--- src/inc/timing_pkg.sv ---
// Opcode timing tables, encodings and helpers for the instruction sequencer
package timing_pkg;

  // ****************************************
  // Encodings
  // ****************************************
  localparam int CORE_FMAX_MHZ = 25;
  localparam logic [7:0] OP_MULTIPLY_ACC_BY_B = 8'hA4;
  localparam logic [7:0] OP_DIVIDE_ACC_BY_B = 8'h84;
  localparam logic [7:0] OP_CMP_IMM_JUMP = 8'hB4;
  localparam logic [7:0] OP_MOVX_RD_DATA_POINTER = 8'hE0;
  localparam logic [7:0] OP_MOVX_WR_DATA_POINTER = 8'hF0;
  localparam logic [15:0] RESET_PC = 16'h0000;

  // ****************************************
  // Timing tables: {bytes, cycles not taken, cycles taken}, upper nibble F down to 0
  // ****************************************
  localparam logic [191:0] COL0 = {12'h133, 12'h133, 12'h222, 12'h222, 12'h222, 12'h222,
    12'h333, 12'h233, 12'h223, 12'h223, 12'h223, 12'h223, 12'h334, 12'h334, 12'h334, 12'h111};
  localparam logic [191:0] COL1 = {16{12'h233}};
  localparam logic [191:0] COL2 = {12'h133, 12'h133, 12'h222, 12'h222, 12'h222, 12'h222,
    12'h222, 12'h222, 12'h222, 12'h222, 12'h222, 12'h222, 12'h155, 12'h155, 12'h344, 12'h344};
  localparam logic [191:0] COL3 = {12'h133, 12'h133, 12'h111, 12'h111, 12'h111, 12'h111,
    12'h133, 12'h133, 12'h133, 12'h333, 12'h333, 12'h333, 12'h111, 12'h111, 12'h111, 12'h111};
  localparam logic [191:0] COL4 = {12'h111, 12'h111, 12'h111, 12'h111, 12'h334, 12'h144,
    12'h222, 12'h188, 12'h222, 12'h222, 12'h222, 12'h222, 12'h222, 12'h222, 12'h111, 12'h111};
  localparam logic [191:0] COL5 = {12'h222, 12'h222, 12'h334, 12'h222, 12'h345, 12'h111,
    12'h222, 12'h333, 12'h333, 12'h222, 12'h222, 12'h222, 12'h222, 12'h222, 12'h222, 12'h222};
  localparam logic [191:0] COL6 = {12'h122, 12'h122, 12'h122, 12'h122, 12'h345, 12'h222,
    12'h122, 12'h222, 12'h222, 12'h122, 12'h122, 12'h122, 12'h122, 12'h122, 12'h122, 12'h122};
  localparam logic [191:0] COLR = {12'h111, 12'h111, 12'h223, 12'h111, 12'h334, 12'h222,
    12'h111, 12'h222, 12'h222, 12'h111, 12'h111, 12'h111, 12'h111, 12'h111, 12'h111, 12'h111};

  // ****************************************
  // Helpers
  // ****************************************
  function automatic logic [11:0] timing_entry(input logic [7:0] op);
    int idx;
    idx = 12 * int'(op[7:4]);
    case (op[3:0])
      4'h0: timing_entry = COL0[idx +: 12];
      4'h1: timing_entry = COL1[idx +: 12];
      4'h2: timing_entry = COL2[idx +: 12];
      4'h3: timing_entry = COL3[idx +: 12];
      4'h4: timing_entry = COL4[idx +: 12];
      4'h5: timing_entry = COL5[idx +: 12];
      4'h6, 4'h7: timing_entry = COL6[idx +: 12];
      default: timing_entry = COLR[idx +: 12];
    endcase
  endfunction : timing_entry

  function automatic logic is_arith(input logic [7:0] op);
    is_arith = (op[7:4] == 4'h2) || (op[7:4] == 4'h3) || (op[7:4] == 4'h9);
  endfunction : is_arith

  function automatic logic is_logic(input logic [7:0] op);
    is_logic = (op[7:4] == 4'h4) || (op[7:4] == 4'h5) || (op[7:4] == 4'h6);
  endfunction : is_logic

endpackage : timing_pkg

--- src/rtl/core_timing_seq.sv ---
// Instruction fetch and cycle sequencer of the pipelined 8-bit core
`timescale 1ns/100ps
module core_timing_seq
  import timing_pkg::*;
#(
  parameter int ADDR_W = 16
) (
  // Clock and reset
  input wire logic ref_clk_in,
  input wire logic reset_n_in,
  // Program memory
  input wire logic [7:0] code_byte_in,
  output logic [ADDR_W-1:0] code_addr_out,
  // Datapath
  input wire logic branch_cond_in,
  input wire logic [ADDR_W-1:0] jump_target_in,
  // Interrupt entry
  input wire logic irq_req_in,
  input wire logic [ADDR_W-1:0] irq_vector_in,
  // Debugger
  input wire logic dbg_halt_req_in,
  input wire logic dbg_run_req_in,
  input wire logic dbg_step_req_in,
  input wire logic bp_enable_in,
  input wire logic [ADDR_W-1:0] bp_addr_in,
  input wire logic dbg_access_req_in,
  // Instruction status
  output logic [7:0] opcode_out,
  output logic [7:0] operand1_out,
  output logic [7:0] operand2_out,
  output logic [3:0] cycle_index_out,
  output logic retire_out,
  output logic branch_taken_out,
  output logic [3:0] instr_bytes_out,
  output logic [3:0] instr_cycles_out,
  output logic irq_ack_out,
  // Debug status
  output logic halted_out,
  output logic bp_hit_out,
  output logic dbg_grant_out
);

  // ****************************************
  // State
  // ****************************************
  typedef enum logic [1:0] {ST_DECODE, ST_EXEC, ST_HALT} seq_state_type;

  seq_state_type state_r;
  logic [7:0] op_r;
  logic [3:0] cyc_r;
  logic [3:0] fetched_r;

  logic [7:0] cur_op;
  logic [3:0] len;
  logic [3:0] cyc_nt;
  logic [3:0] cyc_tk;
  logic cond;
  logic flow;
  logic boundary;
  logic hold;
  logic irq_take;
  logic start;
  logic active;
  logic [3:0] cyc_now;
  logic [3:0] fetched_now;
  logic nt_exit;
  logic last;
  logic finish;
  logic taken;
  logic fetch;

  // ****************************************
  // Decode
  // ****************************************
  assign boundary = (state_r == ST_DECODE);
  assign cur_op = boundary ? code_byte_in : op_r;

  opcode_timing u_timing (
    .opcode_in(cur_op),
    .bytes_out(len),
    .cyc_nt_out(cyc_nt),
    .cyc_tk_out(cyc_tk),
    .cond_out(cond),
    .flow_out(flow)
  );

  debug_ctrl #(
    .ADDR_W(ADDR_W)
  ) u_debug (
    .ref_clk_in(ref_clk_in),
    .reset_n_in(reset_n_in),
    .boundary_in(boundary),
    .pc_in(code_addr_out),
    .halt_req_in(dbg_halt_req_in),
    .run_req_in(dbg_run_req_in),
    .step_req_in(dbg_step_req_in),
    .bp_enable_in(bp_enable_in),
    .bp_addr_in(bp_addr_in),
    .access_req_in(dbg_access_req_in),
    .hold_out(hold),
    .halted_out(halted_out),
    .bp_hit_out(bp_hit_out),
    .grant_out(dbg_grant_out)
  );

  // ****************************************
  // Cycle accounting
  // ****************************************
  assign irq_take = boundary && !hold && irq_req_in;
  assign start = boundary && !hold && !irq_req_in;
  assign active = start || (state_r == ST_EXEC);
  assign cyc_now = boundary ? 4'h1 : cyc_r;
  assign fetched_now = boundary ? 4'h0 : fetched_r;
  assign nt_exit = cond && (cyc_now == cyc_nt) && !branch_cond_in;
  assign last = nt_exit || (cyc_now == cyc_tk);
  assign finish = active && last;
  assign taken = finish && flow && !nt_exit;
  assign fetch = active && (fetched_now < len);

  // ****************************************
  // Sequencer
  // ****************************************
  always_ff @(posedge ref_clk_in) begin
    if (!reset_n_in) begin
      state_r <= ST_DECODE;
    end else begin
      case (state_r)
        ST_DECODE: begin
          if (hold)
            state_r <= ST_HALT;
          else if (start && !last)
            state_r <= ST_EXEC;
        end
        ST_EXEC: begin
          if (last)
            state_r <= ST_DECODE;
        end
        ST_HALT: begin
          if (!hold)
            state_r <= ST_DECODE;
        end
        default: state_r <= ST_DECODE;
      endcase
    end
  end

  always_ff @(posedge ref_clk_in) begin
    if (!reset_n_in) begin
      cyc_r <= 4'h0;
      fetched_r <= 4'h0;
      op_r <= 8'h00;
    end else if (start) begin
      cyc_r <= 4'h2;
      fetched_r <= 4'h1;
      op_r <= code_byte_in;
    end else if (state_r == ST_EXEC) begin
      if (!last)
        cyc_r <= cyc_r + 4'h1;
      if (fetch)
        fetched_r <= fetched_r + 4'h1;
    end
  end

  // ****************************************
  // Program counter and operand fetch
  // ****************************************
  always_ff @(posedge ref_clk_in) begin
    if (!reset_n_in)
      code_addr_out <= ADDR_W'(RESET_PC);
    else if (irq_take)
      code_addr_out <= irq_vector_in;
    else if (taken)
      code_addr_out <= jump_target_in;
    else if (fetch)
      code_addr_out <= code_addr_out + ADDR_W'(1);
  end

  always_ff @(posedge ref_clk_in) begin
    if (!reset_n_in) begin
      operand1_out <= 8'h00;
      operand2_out <= 8'h00;
    end else if ((state_r == ST_EXEC) && fetch) begin
      if (fetched_r == 4'h1)
        operand1_out <= code_byte_in;
      else
        operand2_out <= code_byte_in;
    end
  end

  // ****************************************
  // Status outputs
  // ****************************************
  always_ff @(posedge ref_clk_in) begin
    if (!reset_n_in) begin
      retire_out <= 1'b0;
      branch_taken_out <= 1'b0;
      irq_ack_out <= 1'b0;
      cycle_index_out <= 4'h0;
    end else begin
      retire_out <= finish;
      branch_taken_out <= taken;
      irq_ack_out <= irq_take;
      cycle_index_out <= active ? cyc_now : 4'h0;
    end
  end

  always_ff @(posedge ref_clk_in) begin
    if (!reset_n_in) begin
      opcode_out <= 8'h00;
      instr_bytes_out <= 4'h0;
      instr_cycles_out <= 4'h0;
    end else if (finish) begin
      opcode_out <= cur_op;
      instr_bytes_out <= fetched_now + (fetch ? 4'h1 : 4'h0);
      instr_cycles_out <= cyc_now;
    end
  end

  // ****************************************
  // Assertions
  // ****************************************
  logic [11:0] ret_ent;
  logic [11:0] dec_ent;

  assign ret_ent = timing_entry(opcode_out);
  assign dec_ent = timing_entry(code_byte_in);
endmodule : core_timing_seq

--- src/rtl/debug_ctrl.sv ---
// Debug halt, step, breakpoint and access grant control
`timescale 1ns/100ps
module debug_ctrl #(
  parameter int ADDR_W = 16
) (
  // Clock and reset
  input wire logic ref_clk_in,
  input wire logic reset_n_in,
  // Core view
  input wire logic boundary_in,
  input wire logic [ADDR_W-1:0] pc_in,
  // Debugger requests
  input wire logic halt_req_in,
  input wire logic run_req_in,
  input wire logic step_req_in,
  input wire logic bp_enable_in,
  input wire logic [ADDR_W-1:0] bp_addr_in,
  input wire logic access_req_in,
  // Status
  output logic hold_out,
  output logic halted_out,
  output logic bp_hit_out,
  output logic grant_out
);

  logic resume_r;
  logic step_r;
  logic bp_match;
  logic stop;
  logic release_now;

  assign bp_match = bp_enable_in && (pc_in == bp_addr_in);
  assign stop = boundary_in && !resume_r && (halt_req_in || bp_match || step_r);
  assign release_now = halted_out && (run_req_in || step_req_in);
  assign hold_out = halted_out || stop;

  always_ff @(posedge ref_clk_in) begin
    if (!reset_n_in) begin
      halted_out <= 1'b0;
      resume_r <= 1'b0;
      step_r <= 1'b0;
      bp_hit_out <= 1'b0;
      grant_out <= 1'b0;
    end else begin
      if (stop)
        halted_out <= 1'b1;
      else if (release_now)
        halted_out <= 1'b0;
      if (release_now)
        resume_r <= 1'b1;
      else if (boundary_in)
        resume_r <= 1'b0;
      if (halted_out && step_req_in)
        step_r <= 1'b1;
      else if (stop)
        step_r <= 1'b0;
      bp_hit_out <= stop && bp_match;
      grant_out <= halted_out && access_req_in;
    end
  end

endmodule : debug_ctrl

--- src/rtl/opcode_timing.sv ---
// Opcode decoder giving length, cycle counts and flow class
`timescale 1ns/100ps
module opcode_timing
  import timing_pkg::*;
(
  // Opcode
  input wire logic [7:0] opcode_in,
  // Timing
  output logic [3:0] bytes_out,
  output logic [3:0] cyc_nt_out,
  output logic [3:0] cyc_tk_out,
  output logic cond_out,
  output logic flow_out
);

  logic [11:0] ent;

  always_comb begin
    ent = timing_entry(opcode_in);
    bytes_out = ent[11:8];
    cyc_nt_out = ent[7:4];
    cyc_tk_out = ent[3:0];
    cond_out = (ent[7:4] != ent[3:0]);
    flow_out = cond_out || (opcode_in[3:0] == 4'h1) || (opcode_in == 8'h02) ||
               (opcode_in == 8'h12) || (opcode_in == 8'h22) || (opcode_in == 8'h32) ||
               (opcode_in == 8'h73) || (opcode_in == 8'h80);
  end

endmodule : opcode_timing

--- config.mk ---
export PLATFORM = sky130hd
export DESIGN_NAME = core_timing_seq
export DESIGN_NICKNAME = d
export VERILOG_FILES = /design/src/inc/timing_pkg.sv /design/src/rtl/core_timing_seq.sv /design/src/rtl/debug_ctrl.sv /design/src/rtl/opcode_timing.sv
export SDC_FILE = /design/constraint.sdc
export NUM_CORES = 1
export LEC_CHECK = 0
export ABC_AREA = 1
export BUFFER_PORTS_ARGS = -buffer_cell sky130_fd_sc_hd__buf_2
export CELL_PAD_IN_SITES_DETAIL_PLACEMENT = 0
export CELL_PAD_IN_SITES_GLOBAL_PLACEMENT = 1
export CORE_ASPECT_RATIO = 1.75
export CORE_MARGIN = 5
export CORE_UTILIZATION = 41
export CTS_BUF_LIST = sky130_fd_sc_hd__clkbuf_4
export DETAILED_ROUTE_END_ITERATION = 16
export PLACE_DENSITY = 0.94
export SYNTH_ARGS = -nofsm -noshare
export SYNTH_HDL_FRONTEND = slang
export SYNTH_HIERARCHICAL = 1
export SYNTH_SLANG_ARGS = --single-unit
--- constraint.sdc ---
create_clock -name ref_clk_in -period 10.3 [get_ports ref_clk_in]
set_input_delay 0 -clock ref_clk_in [delete_from_list [all_inputs] [get_ports ref_clk_in]]
set_output_delay 0 -clock ref_clk_in [all_outputs]
set_load 0.1 [all_outputs]
==> results.md, run 1 <==
- Post-synthesis sequential area ratio: between 30% and 40%
- H-Tree Depth: 3
- Data required, critical path: 10.67 ns
- Worst-path clk slew: 0.16 ns
- Top delay family on crit path: simple AND/OR/NAND/NOR gates
- Sink Count: around 80
- Total gr overflow: 0
- Initial antenna violation count: 1
- Largest net degree at the start of global routing: 52
- Fraction of layout cells with a size suffix above 1: approximately 17%
- Leak Pwr: between 3 and 4 nW
- Normalized max-slew margin: between 20% and 30%
- R2R depth: 22
- Final period utilization: roughly 51%
- Startpoint types: flop
- Layout net count: around 1100
- Cts repair resizes: 0
- Iter 0 DRT Violations: 317
- Buf/Inv on CP: 6
- Minimum clock period: about 5.2 ns
- Crit path top cell by count: inv_1
- Vias per cell: between 5 and 6
- Mapped Avg Cell Area: approximately 6.1 um^2
- WP data arrival: approximately 5.6 ns
- Post-synthesis cell count: ~840
- Final setup fails: 0
- Worst hold path class: in2reg
- WHS Path Cells: 4
- Die height: roughly 160 um
- Global-route wire length before repair: around 29000 um
- Power per cell area: 330 mW/mm^2
- Synth cell types: 40
- Die W: roughly 95 um
- Maximum root-to-sink buffer count: 2
- Clock latency on the worst-skew pair: 0.46 ns
- DRC Markers: 0
- CTS root buf: clkbuf_4
- Drt pass-1 iters: 5
- Area leader, netlist: dfxtp_1
- CTS tree: yes
- Gr usage total: 24.3%
- Share of the synthesized area in the top cell type: 30.4%
- CP endpoint kind: flop
- WP depth: 22
- Worst IR Drop VDD: around 0.00025 V
- Synthesized area: 0.00514 mm^2
- Worst path slowest cell: nor2_2
- Max-slew violations: 0
- I/O pin count: 123
- Vias in the first global route: 5895
- Placer Congestion: a little under 1
- WS Path Type: reg2reg
- # port buffers: approximately 120
- Starting density of the core: between 40% and 50%
- Highest clock rate: approximately 0.19 GHz
- Final HPWL DP: roughly 13000 um
- Drt total wl: ~18000 um
- Synth warnings: 6
- DIE AREA: 0.0150 mm^2
- Largest fanout on the critical path: 26
- Status: complete, no violations
- Final Hold Fails: 0
- Maxcap violations: 0
- Yosys reg bits: just under 80
- Leading post-synthesis cells by cell area: dfxtp_1 (30%), nand2_1 (15%), inv_1 (8.0%)
- Site Rows: 54
- CORE AREA: around 0.012 mm^2
- Total design power: between 0.002 and 0.0025 W
- Synth-to-layout area growth: 25.9%
- DRT antenna net count: 0
- Clock skew: roughly 0.019 ns
- Drt wl/cell: 15.1 um
- TNS Setup: 0 ns
- RSZ-0062 raised after global routing: false
- Worst path cell trace: nor2_2 -> nand2_1 -> o21ai_0 -> inv_1 -> nor2_1 -> inv_1 -> nor3_1 -> o21ai_0 -> o31ai_1 -> or2_2 -> inv_1 -> nand3_1 -> nand2_1 -> inv_1 -> nand2_1 -> nor2_2 -> nand4_4 -> nand2_4 -> inv_2 -> a21oi_1 -> a21oi_1 -> dlygate4sd3_1
- Via count: 6078
- R2R setup slack: ~5.1 ns
- Worst stage delay on the critical path: ~0.59 ns
- Worst slew pin tran: 1.15 ns
- Number of CTS-inserted buffers: 9
==> metal layers <==
metal	wire length [um]	GRT usage, %	part of all wire [%]
met5	0	0	0
met2	9570	45.4	54
met3	863	4.14	4.9
met1	6410	25.0	36
met4	887	13.6	5.0
==> cell families (layout without fill, tap and decap cells) <==
family / after synthesis / in the layout / synth area share (%)
DFF: 78 / 78 / 30.4
buffers and inverters: 145 / 308 / 11.6
AOI/OAI and AO/OA: 176 / 176 / 18.3
and+or+nand+nor: 414 / 414 / 34.8
adders and majority gates: 9 / 9 / 2.19
xor gates and xnor gates: 16 / 16 / 2.73
other: 1 / 3 / 0.0729
==> synthesized netlist by cell type (all sizes together) <==
| cell type | count |
|---|---|
| nand3 | 59 |
| o211ai | 12 |
| buf | 15 |
| a21oi | 71 |
| nand2 | 213 |
| nand4 | 19 |
| nor3b | 1 |
| xor2 | 9 |
| ha | 9 |
| o21ai | 81 |
| a21boi | 1 |
| o221ai | 1 |
| or2 | 1 |
| dfxtp | 78 |
| inv | 115 |
| nor3 | 10 |
| a211oi | 1 |
| clkbuf | 13 |
| nor2 | 110 |
| a31oi | 3 |
| o32ai | 1 |
| clkinv | 2 |
| o22ai | 1 |
| o31ai | 2 |
| xnor2 | 7 |
| o21bai | 2 |
| nand3b | 1 |
| conb | 1 |
==> flip-flops by register name, indices dropped and copies added, names as in the netlist, 8 cells and up <==
| register | flops |
|---|---|
| opcode_out | 8 |
| op_r | 8 |
| code_addr_out | 16 |
| operand1_out | 8 |
| operand2_out | 8 |
==> worst min-delay path: stages <==
cell and delay, ns:
buf_2 0.09, buf_4 0.26, nand2_1 0.13, inv_1 0.03
==> metrics by stage <==
step | worst slack (ns) | instances | util, % | area (um^2) | hold WS [ns]
5_1_grt | 4.61 | 1172 | 52.3 | 6470 | 0.0996
3_5_place_dp | 5.54 | 1105 | 47.2 | 5830 | 0.224
6_report | 5.06 | 1172 | 52.3 | 6470 | 0.104
3_3_place_gp | 5.52 | 1105 | 47.2 | 5830 | 0.217
4_1_cts | 5.14 | 1171 | 52.3 | 6470 | 0.0845
2_1_floorplan | 6.85 | 840 | - | 5140 | 0.112
==> cells in the final DEF (no fill, tap or decap), types with 2 or more instances in the layout <==
| cell | Yosys | routed |
|---|---|---|
| nand2_1 | 206 | 206 |
| buf_2 | 5 | 122 |
| inv_1 | 110 | 110 |
| nor2_1 | 97 | 97 |
| dfxtp_1 | 78 | 78 |
| o21ai_0 | 78 | 77 |
| a21oi_1 | 71 | 71 |
| nand3_1 | 58 | 58 |
| dlygate4sd3_1 | 0 | 50 |
| nand4_1 | 17 | 17 |
| nor2_2 | 12 | 12 |
| o211ai_1 | 12 | 12 |
| nor3_1 | 10 | 10 |
| xor2_1 | 9 | 9 |
| ha_1 | 9 | 9 |
| clkbuf_4 | 0 | 9 |
| xnor2_1 | 7 | 7 |
| inv_2 | 5 | 5 |
| nand2_2 | 5 | 5 |
| o21ai_1 | 3 | 4 |
| inv_6 | 0 | 4 |
| inv_8 | 0 | 3 |
| buf_4 | 6 | 3 |
| a31oi_1 | 3 | 3 |
| nand2_4 | 2 | 2 |
| clkinv_1 | 2 | 2 |
| o21bai_1 | 2 | 2 |
| o31ai_1 | 2 | 2 |
| conb_1 | 1 | 2 |
==> area by class of cell <==
class	count	area (um^2)
tap	168	210
timing repair buffer	175	1130
clock buffer	9	67.6
sequential	78	1560
inverter	117	439
multi-input combinational	617	2990
clock inverter	7	68.8
antenna	1	2.50
fill	1291	5890
==> power breakdown <==
group	switching, W	internal [W]	total, W
sequential	0.0000730	0.000364	0.000437
clock	0.000133	0.0000582	0.000192
combinational	0.00110	0.000409	0.00150
total	0.00130	0.000831	0.00213
==> repair_timing <==
action | 4_1_cts | 5_1_grt
hold buffers | 50 | 0
endpoints found under the hold margin | 47 | 0
setup endpoints to repair | 0 | 0
buffers inserted | 0 | 0
==> final timing paths <==
kind | from | end
worst min register to register | operand1_out[3] | operand1_out[3]
worst max-delay path | state_r[1] | code_addr_out[6]
worst min-delay path | reset_n_in | cyc_r[1]
worst max register to register | state_r[1] | code_addr_out[6]
No activity file was read; power rests on OpenSTA's default activity.
==> inputs of run 2 (changes only) <==
--- a/config.mk
+++ b/config.mk
@@ -5,16 +5,16 @@
 export SDC_FILE = /design/constraint.sdc
 export NUM_CORES = 1
 export LEC_CHECK = 0
-export ABC_AREA = 1
+export ABC_AREA = 0
 export BUFFER_PORTS_ARGS = -buffer_cell sky130_fd_sc_hd__buf_2
 export CELL_PAD_IN_SITES_DETAIL_PLACEMENT = 0
 export CELL_PAD_IN_SITES_GLOBAL_PLACEMENT = 1
 export CORE_ASPECT_RATIO = 1.75
 export CORE_MARGIN = 5
-export CORE_UTILIZATION = 41
+export CORE_UTILIZATION = 37
 export CTS_BUF_LIST = sky130_fd_sc_hd__clkbuf_4
 export DETAILED_ROUTE_END_ITERATION = 16
-export PLACE_DENSITY = 0.94
+export PLACE_DENSITY = 0.86
 export SYNTH_ARGS = -nofsm -noshare
 export SYNTH_HDL_FRONTEND = slang
 export SYNTH_HIERARCHICAL = 1
==> constraint.sdc (replaced) <==
create_clock -name ref_clk_in -period 4.3 [get_ports ref_clk_in]
set_input_delay 0 -clock ref_clk_in [delete_from_list [all_inputs] [get_ports ref_clk_in]]
set_output_delay 0 -clock ref_clk_in [all_outputs]
set_load 0.1 [all_outputs]
==> run 2 against run 1 <==
  * Critical path depth fell by 6
  * Sequential share of layout area down 0.61 points
  * Via count shrank 8.3%
  * Fmax increased by 29%
  * Cell area up 2.6%
  * Global-route usage down 2.9 points
  * Worst hold slack lost 0.071 ns
  * Highest routed layer unchanged
==> results.md, run 2 <==
- CP endpoint kind: flop
- Met3 usage: 2.72% (-1.4 points)
- Leading post-synthesis cells by cell area: dfxtp_1 (30%), mux2i_1 (6.4%), nand2_1 (6.1%)
- CTS root buf: clkbuf_4
- Fraction of registers with async set/reset: 0% (unchanged)
- Post-synth EDFFs: 0 (unchanged)
- Setup ws final: 0.232 ns (-4.83 ns)
- Largest register FFs: 16 (unchanged)
- Met2 global-route usage: 40.8% (-4.6 points)
- Total gr overflow: 0 (unchanged)
- Vias in the first global route: 5756 (-2.4%)
- Highest clock rate: 0.246 GHz (+29%)
- Layout net count: 905 (-16%)
- Top Usage Layer GRT: met2
- Normalized max-slew margin: 37.4% (+15 points)
- Post-synthesis sequential area ratio: 30.1% (-0.29 points)
- Worst path cell trace: or2_4 -> clkinv_4 -> nand2_1 -> nand2_1 -> buf_4 -> nor2_2 -> and3b_1 -> o22ai_1 -> a31oi_2 -> or4bb_1 -> o211ai_2 -> o32a_2 -> o2111a_1 -> buf_4 -> o211ai_2 -> a311oi_2
- Worst Setup SP: state_r[1]
- Site Rows: 57 (+5.6%)
- Worst IR Drop VDD: 0.000480 V (+91%)
- Data required, critical path: 4.65 ns (-6.02 ns)
- RSZ-0062 raised after global routing: true
- Die W: 99.5 um (+5.2%)
- Critical register-to-register path startpoint: state_r[1]
- Post-CTS Setup Bufs: 0 (unchanged)
- Yosys reg bits: 78 (unchanged)
- Leak Pwr: 2.98 nW (-6.9%)
- Fin cells: 1014 (-13%)
- Largest register by flop count: code_addr_out
- Placed insts: 951 (-14%)
- Final period utilization: 94.6% (+44 points)
- Share of the synthesized area in the top cell type: 30.1% (-0.29 points)
- Drt total wl: 17800 um (+0.68%)
- Worst hold path class: in2reg
- Worst slew pin tran: 0.930 ns (-0.218 ns)
- Most frequent cells in the layout: buf_2 (122), nand2_1 (84), dfxtp_1 (78)
- Worst stage delay on the critical path: 0.54 ns (-0.05 ns)
- CORE AREA: 0.0138 mm^2 (+12%)
- Minimum clock period: 4.07 ns (-1.17 ns)
- Maximum root-to-sink buffer count: 2 (unchanged)
- # port buffers: 122 (unchanged)
- R2R depth: 16 (-27%)
- Largest net degree at the start of global routing: 47 (-9.6%)
- Global-route wire length before repair: 28900 um (+0.77%)
- Synth Flop Type: dfxtp_1
- Sink Count: 78 (unchanged)
- Power per cell area: 813 mW/mm^2 (+150%)
- Via count: 5574 (-8.3%)
- Worst-path clk slew: 0.15 ns (about the same)
- Final setup fails: 0 (unchanged)
- DIE AREA: 0.0166 mm^2 (+11%)
- Clock skew: 0.0207 ns (+0.00171 ns)
- Vias per cell: 5.50 (+6.0%)
- H-Tree Depth: 3 (unchanged)
- R2R setup slack: 0.23 ns (-4.83 ns)
- Die height: 167 um (+5.4%)
- Fraction of layout cells with a size suffix above 1: 25.4% (+8.4 points)
- CTS tree: yes
- Worst path slowest cell: or4bb_1
- Synth cell count leaders: nand2_1 (85), dfxtp_1 (78), nor2_1 (50)
- Iter 0 DRT Violations: 284 (-10%)
- Max-slew violations: 0 (unchanged)
- Area leader, netlist: dfxtp_1
- Gr usage total: 21.4% (-2.9 points)
- Status: complete, no violations
- Clock latency on the worst-skew pair: 0.44 ns (-0.02 ns)
- Starting density of the core: 37.5% (-4.1 points)
- Critical Path Sink: code_addr_out[14]
- Most common cell in the netlist: nand2_1
- Synthesized area: 0.00519 mm^2 (+0.97%)
- Number of CTS-inserted buffers: 9 (unchanged)
- Commonest non-fill, non-tap cell in the layout: buf_2
- Post-synthesis cell count: 667 (-21%)
- TNS Setup: 0 ns (unchanged)
- Synth warnings: 6 (unchanged)
- Drt pass-1 iters: 7 (+2)
- Largest fanout on the critical path: 19 (-27%)
- Drt wl/cell: 17.6 um (+16%)
- Final Hold Fails: 0 (unchanged)
- Final HPWL DP: 13200 um (-1.7%)
- Placer Congestion: 0.894 (-9.0%)
- RR Endpoint: code_addr_out[14]
- WS Path Type: reg2reg
- WHS Path Cells: 4 (unchanged)
- I/O pin count: 123 (unchanged)
- Synth cell types: 79 (+98%)
- Maxcap violations: 0 (unchanged)
- Startpoint types: flop
- WP data arrival: 4.42 ns (-1.19 ns)
- Mapped Avg Cell Area: 7.78 um^2 (+27%)
- Pre-CTS setup slack: 0.0803 ns (-5.46 ns)
- DRT antenna net count: 0 (unchanged)
- DRC Markers: 0 (unchanged)
- Synth-to-layout area growth: 27.9%
- Initial antenna violation count: 1 (unchanged)
- Met1 Use GR: 22.4% (-2.6 points)
## run 2: cell count changes after synthesis, moves of 26 or more
cell     before  now
nor2_1       97   50
nand2_1     206   85
nand3_1      58   21
inv_1       110   12
a21oi_1      71   45
o21ai_0      78   42
nor3_1       10   44
mux2i_1       0   33
## run 2: worst min path at each step
stage | start | to | slack [ns]
3_5_place_dp | dbg_access_req_in | u_debug/grant_out | 0.25
6_report | irq_req_in | op_r[7] | 0.03
2_1_floorplan | reset_n_in | u_debug/halted_out | 0.13
3_3_place_gp | dbg_access_req_in | u_debug/grant_out | 0.25
5_1_grt | irq_req_in | op_r[7] | 0.01
4_1_cts | irq_req_in | op_r[7] | 0.006
## run 2: kinds of logic (layout without fill, tap and decap cells)
group           after synthesis  count (layout)  synth area share [%]
flops                        78              78                  30.1
compound gates              153             153                  18.9
xor+xnor                     39              39                  6.58
buf+inv                      61             229                  5.98
mux                          35              35                  6.80
other cells                   1               3                0.0722
simple gates                291             291                  29.4
fa+ha+maj                     9               9                  2.17
## run 2: metrics by stage
step / hold WS [ns] / area, um^2 / total power (W) / util, %
floorplan: 0.133 / 5210 / 0.00401 / -
global placement: 0.250 / 6020 / 0.00486 / 43.5
detailed placement: 0.252 / 6020 / 0.00487 / 43.5
CTS: 0.00649 / 6600 / 0.00533 / 47.7
global route: 0.0148 / 6640 / 0.00574 / 48.0
finish: 0.0325 / 6640 / 0.00539 / 48.0
## run 2: critical path: cells and delay by family, from the launching register on
family | cells | cell delay, ns
DFF | 1 | 0.35
AOI/OAI and AO/OA | 7 | 1.33
buffers and inverters | 3 | 0.64
and+or+nand+nor | 6 | 1.64
## run 2: area by class of cell
| type | count | area [um^2] |
|---|---|---|
| antenna | 1 | 2.50 |
| clock buffer | 9 | 67.6 |
| clock inverter | 7 | 55.1 |
| fill | 1410 | 7200 |
| inverter | 14 | 57.6 |
| multi-input combinational | 529 | 3360 |
| sequential | 78 | 1560 |
| tap | 177 | 221 |
| timing repair buffer | 199 | 1320 |
## run 2: report_power, final
group / switching [W] / internal, W
Clock: 0.000289 / 0.000127
Sequential: 0.000195 / 0.000898
Combinational: 0.00274 / 0.00114
## run 2: metal layers
layer / up-vias / part of all wire (%)
li1: 2717 / -
met1: 2622 / 37
met3: 43 / 5.0
met5: - / 0
met2: 192 / 54
met4: 0 / 3.7
## run 2: what timing repair did
item	4_1_cts	5_1_grt
endpoints found under the hold margin	46	0
resized for setup	0	8
hold buffers	46	0
endpoints found under the setup margin	0	42
==> inputs of run 3 (changes only) <==
==> constraint.sdc (replaced) <==
create_clock -name ref_clk_in -period 3.4 [get_ports ref_clk_in]
set_input_delay 0 -clock ref_clk_in [delete_from_list [all_inputs] [get_ports ref_clk_in]]
set_output_delay 0 -clock ref_clk_in [all_outputs]
set_load 0.1 [all_outputs]
==> run 3 against run 2 <==
  * The flow now finishes with violations (setup timing)
  * Clock power increased by 32%
  * Sequential share of layout area is 5.3 points lower
  * Non-clock buffer count rose by 131
  * Power is 78% higher
  * Sequential power grew 24%
  * Setup slack lost 0.68 ns
  * Worst hold slack better by 0.0062 ns
  * Die area unchanged
  * Flip-flop and latch count did not move
  * Largest cell class unchanged
==> results.md, run 3 (synthesis results as in run 2) <==
- Final period utilization: 113% (+19 points)
- Status: finished with violations
- CORE AREA: 0.0138 mm^2 (unchanged)
- DRT antenna net count: 0 (unchanged)
- Maxcap violations: 0 (unchanged)
- Leak Pwr: 3.89 nW (+31%)
- Final setup fails: 59 (+59)
- Initial antenna violation count: 1 (unchanged)
- Worst IR Drop VDD: 0.000555 V (+16%)
- WP data arrival: 4.24 ns (-0.18 ns)
- Util after Layout: 62.2% (+14 points)
- DRC Markers: 0 (unchanged)
- Startpoint types: flop
- CTS root buf: clkbuf_4
- Largest register FFs: 16 (unchanged)
- Synth-to-layout area growth: 65.7%
- Drt total wl: 21400 um (+20%)
- Site Rows: 57 (unchanged)
- Setup ws final: -0.446 ns (-0.678 ns)
- Worst slew pin tran: 0.855 ns (-0.0751 ns)
- DIE AREA: 0.0166 mm^2 (unchanged)
- Highest clock rate: 0.260 GHz (+5.8%)
- Clock latency on the worst-skew pair: 0.46 ns (+0.02 ns)
- TNS Setup: -17.26 ns (-17.26 ns)
- Number of CTS-inserted buffers: 9 (unchanged)
- Crit path top cell by count: buf_12
- Starting density of the core: 37.5% (unchanged)
- Data required, critical path: 3.80 ns (-0.85 ns)
- Max-slew violations: 0 (unchanged)
- Pre-CTS setup slack: -0.417 ns (-0.497 ns)
- Via count: 6409 (+15%)
- Placer Congestion: 0.941 (+5.3%)
- Final HPWL DP: 14300 um (+8.1%)
- Power per cell area: 1120 mW/mm^2 (+38%)
- Die W: 99.5 um (unchanged)
- Failing checks: setup timing
- Total gr overflow: 0 (unchanged)
- Sink Count: 78 (unchanged)
- Final Hold Fails: 0 (unchanged)
- Worst hold path class: in2reg
- Vias per cell: 5.60 (+1.8%)
- Worst Setup SP: state_r[0]
- Sequential cell area: 0.00157 mm^2 (+0.48%)
- Fraction of layout cells with a size suffix above 1: 44.8% (+19 points)
- Clock skew: 0.0246 ns (+0.00387 ns)
- Worst-path clk slew: 0.16 ns (about the same)
- Total design power: 0.00962 W (+78%)
- Hold Path Origin: irq_req_in
- Worst path cell trace: or2_4 -> buf_6 -> nand2_4 -> nand2_4 -> buf_12 -> buf_8 -> or3b_4 -> a311o_1 -> a31oi_4 -> or4b_4 -> o211ai_4 -> o32a_4 -> o2111ai_2 -> buf_12 -> buf_12 -> buf_4 -> mux2i_1 -> nor3_1
- Commonest non-fill, non-tap cell in the layout: buf_2
- Layout net count: 1036 (+14%)
- Vias in the first global route: 6187 (+7.5%)
- RSZ-0062 raised after global routing: true
- Largest net degree at the start of global routing: 47 (unchanged)
- # port buffers: 122 (unchanged)
- Maximum root-to-sink buffer count: 2 (unchanged)
- Global-route wire length before repair: 31500 um (+8.9%)
- Drt wl/cell: 18.7 um (+6.4%)
- Largest fanout on the critical path: 8 (-11)
- Drt pass-1 iters: 7 (unchanged)
- CTS tree: yes
- Iter 0 DRT Violations: 383 (+35%)
- Minimum clock period: 3.85 ns (-0.222 ns)
- Gr usage total: 23.6% (+2.3 points)
- WS Path Type: reg2reg
- Normalized max-slew margin: 42.9% (+5.5 points)
- I/O pin count: 123 (unchanged)
- Multi-input gate area: 0.00400 mm^2 (+19%)
- Largest register by flop count: code_addr_out
- Worst stage delay on the critical path: 0.50 ns (-0.04 ns)
- Die height: 167 um (unchanged)
- CP endpoint kind: flop
- Most frequent cells in the layout: buf_2 (122), buf_4 (120), dfxtp_1 (72)
- # fillers: 1130 (-20%)
- H-Tree Depth: 3 (unchanged)
- Worst path slowest cell: or4b_4
- Critical register-to-register path startpoint: state_r[0]
## run 3: changes by cell type in the layout (fill, tap and decap cells not counted), sizes merged
cell	change
clkinvlp	+2
clkinv	-2
clkbuf	+3
bufbuf	+1
dlygate4sd3	+1
buf	+126
## run 3: metal layers
metal / vias to the layer above / wire [um] / track usage [%] / share of wire (%)
met3: 109 / 1050 / 3.43 / 4.9
met4: 0 / 1410 / 12.4 / 6.6
met5: - / 0 / 0 / 0
li1: 2978 / - / - / -
met1: 3058 / 6950 / 22.5 / 32
met2: 264 / 12000 / 46.8 / 56
## run 3: per-stage QoR
stage / area, um^2 / hold slack [ns] / cells
3_5_place_dp: 6860 / 0.249 / 1035
2_1_floorplan: 5420 / 0.133 / 668
4_1_cts: 7960 / 0.00199 / 1123
5_1_grt: 8600 / 0.0276 / 1145
3_3_place_gp: 6860 / 0.242 / 1035
6_report: 8600 / 0.0387 / 1145
## run 3: area by class of cell
type	count	share of cell area [%]
repair buffers	330	30.5
clock inverters	7	0.727
inverters	14	0.669
well taps	177	2.58
multi-input cells	529	46.5
diodes	1	0.0291
flip-flops and latches	78	18.2
clock buffers	9	0.786
## run 3: worst max-delay path, delay by kind of cell (launching register included)
family	cells	cell delay, ns
multiplexers	1	0.11
buffers and inverters	6	0.84
AND/OR/NAND/NOR	6	1.44
AO/OA/AOI/OAI	5	1.04
flip-flops	1	0.35
## run 3: final timing paths
| kind | end | slack (ns) | cells past startpoint |
|---|---|---|---|
| worst max-delay path | code_addr_out[4] | -0.45 | 18 |
| worst min register to register | instr_bytes_out[1] | 0.48 | 2 |
| worst min-delay path | op_r[6] | 0.04 | 5 |
| worst max register to register | code_addr_out[4] | -0.45 | 18 |
## run 3: timing repair
action                                  CTS  global route
endpoints found under the hold margin    46             0
cloned                                    2             3
pin swaps                                25            41
gates resized for setup                  67            92
setup buffers                            23            19
hold buffers                             47             0
endpoints found under the setup margin   59            59
## run 3: power by group
group          total, W  leakage (nW)  internal [W]  switching (W)
registers       0.00135         0.637       0.00114       0.000206
clock network  0.000551        0.0630      0.000165       0.000387
logic           0.00773          3.19       0.00321        0.00452
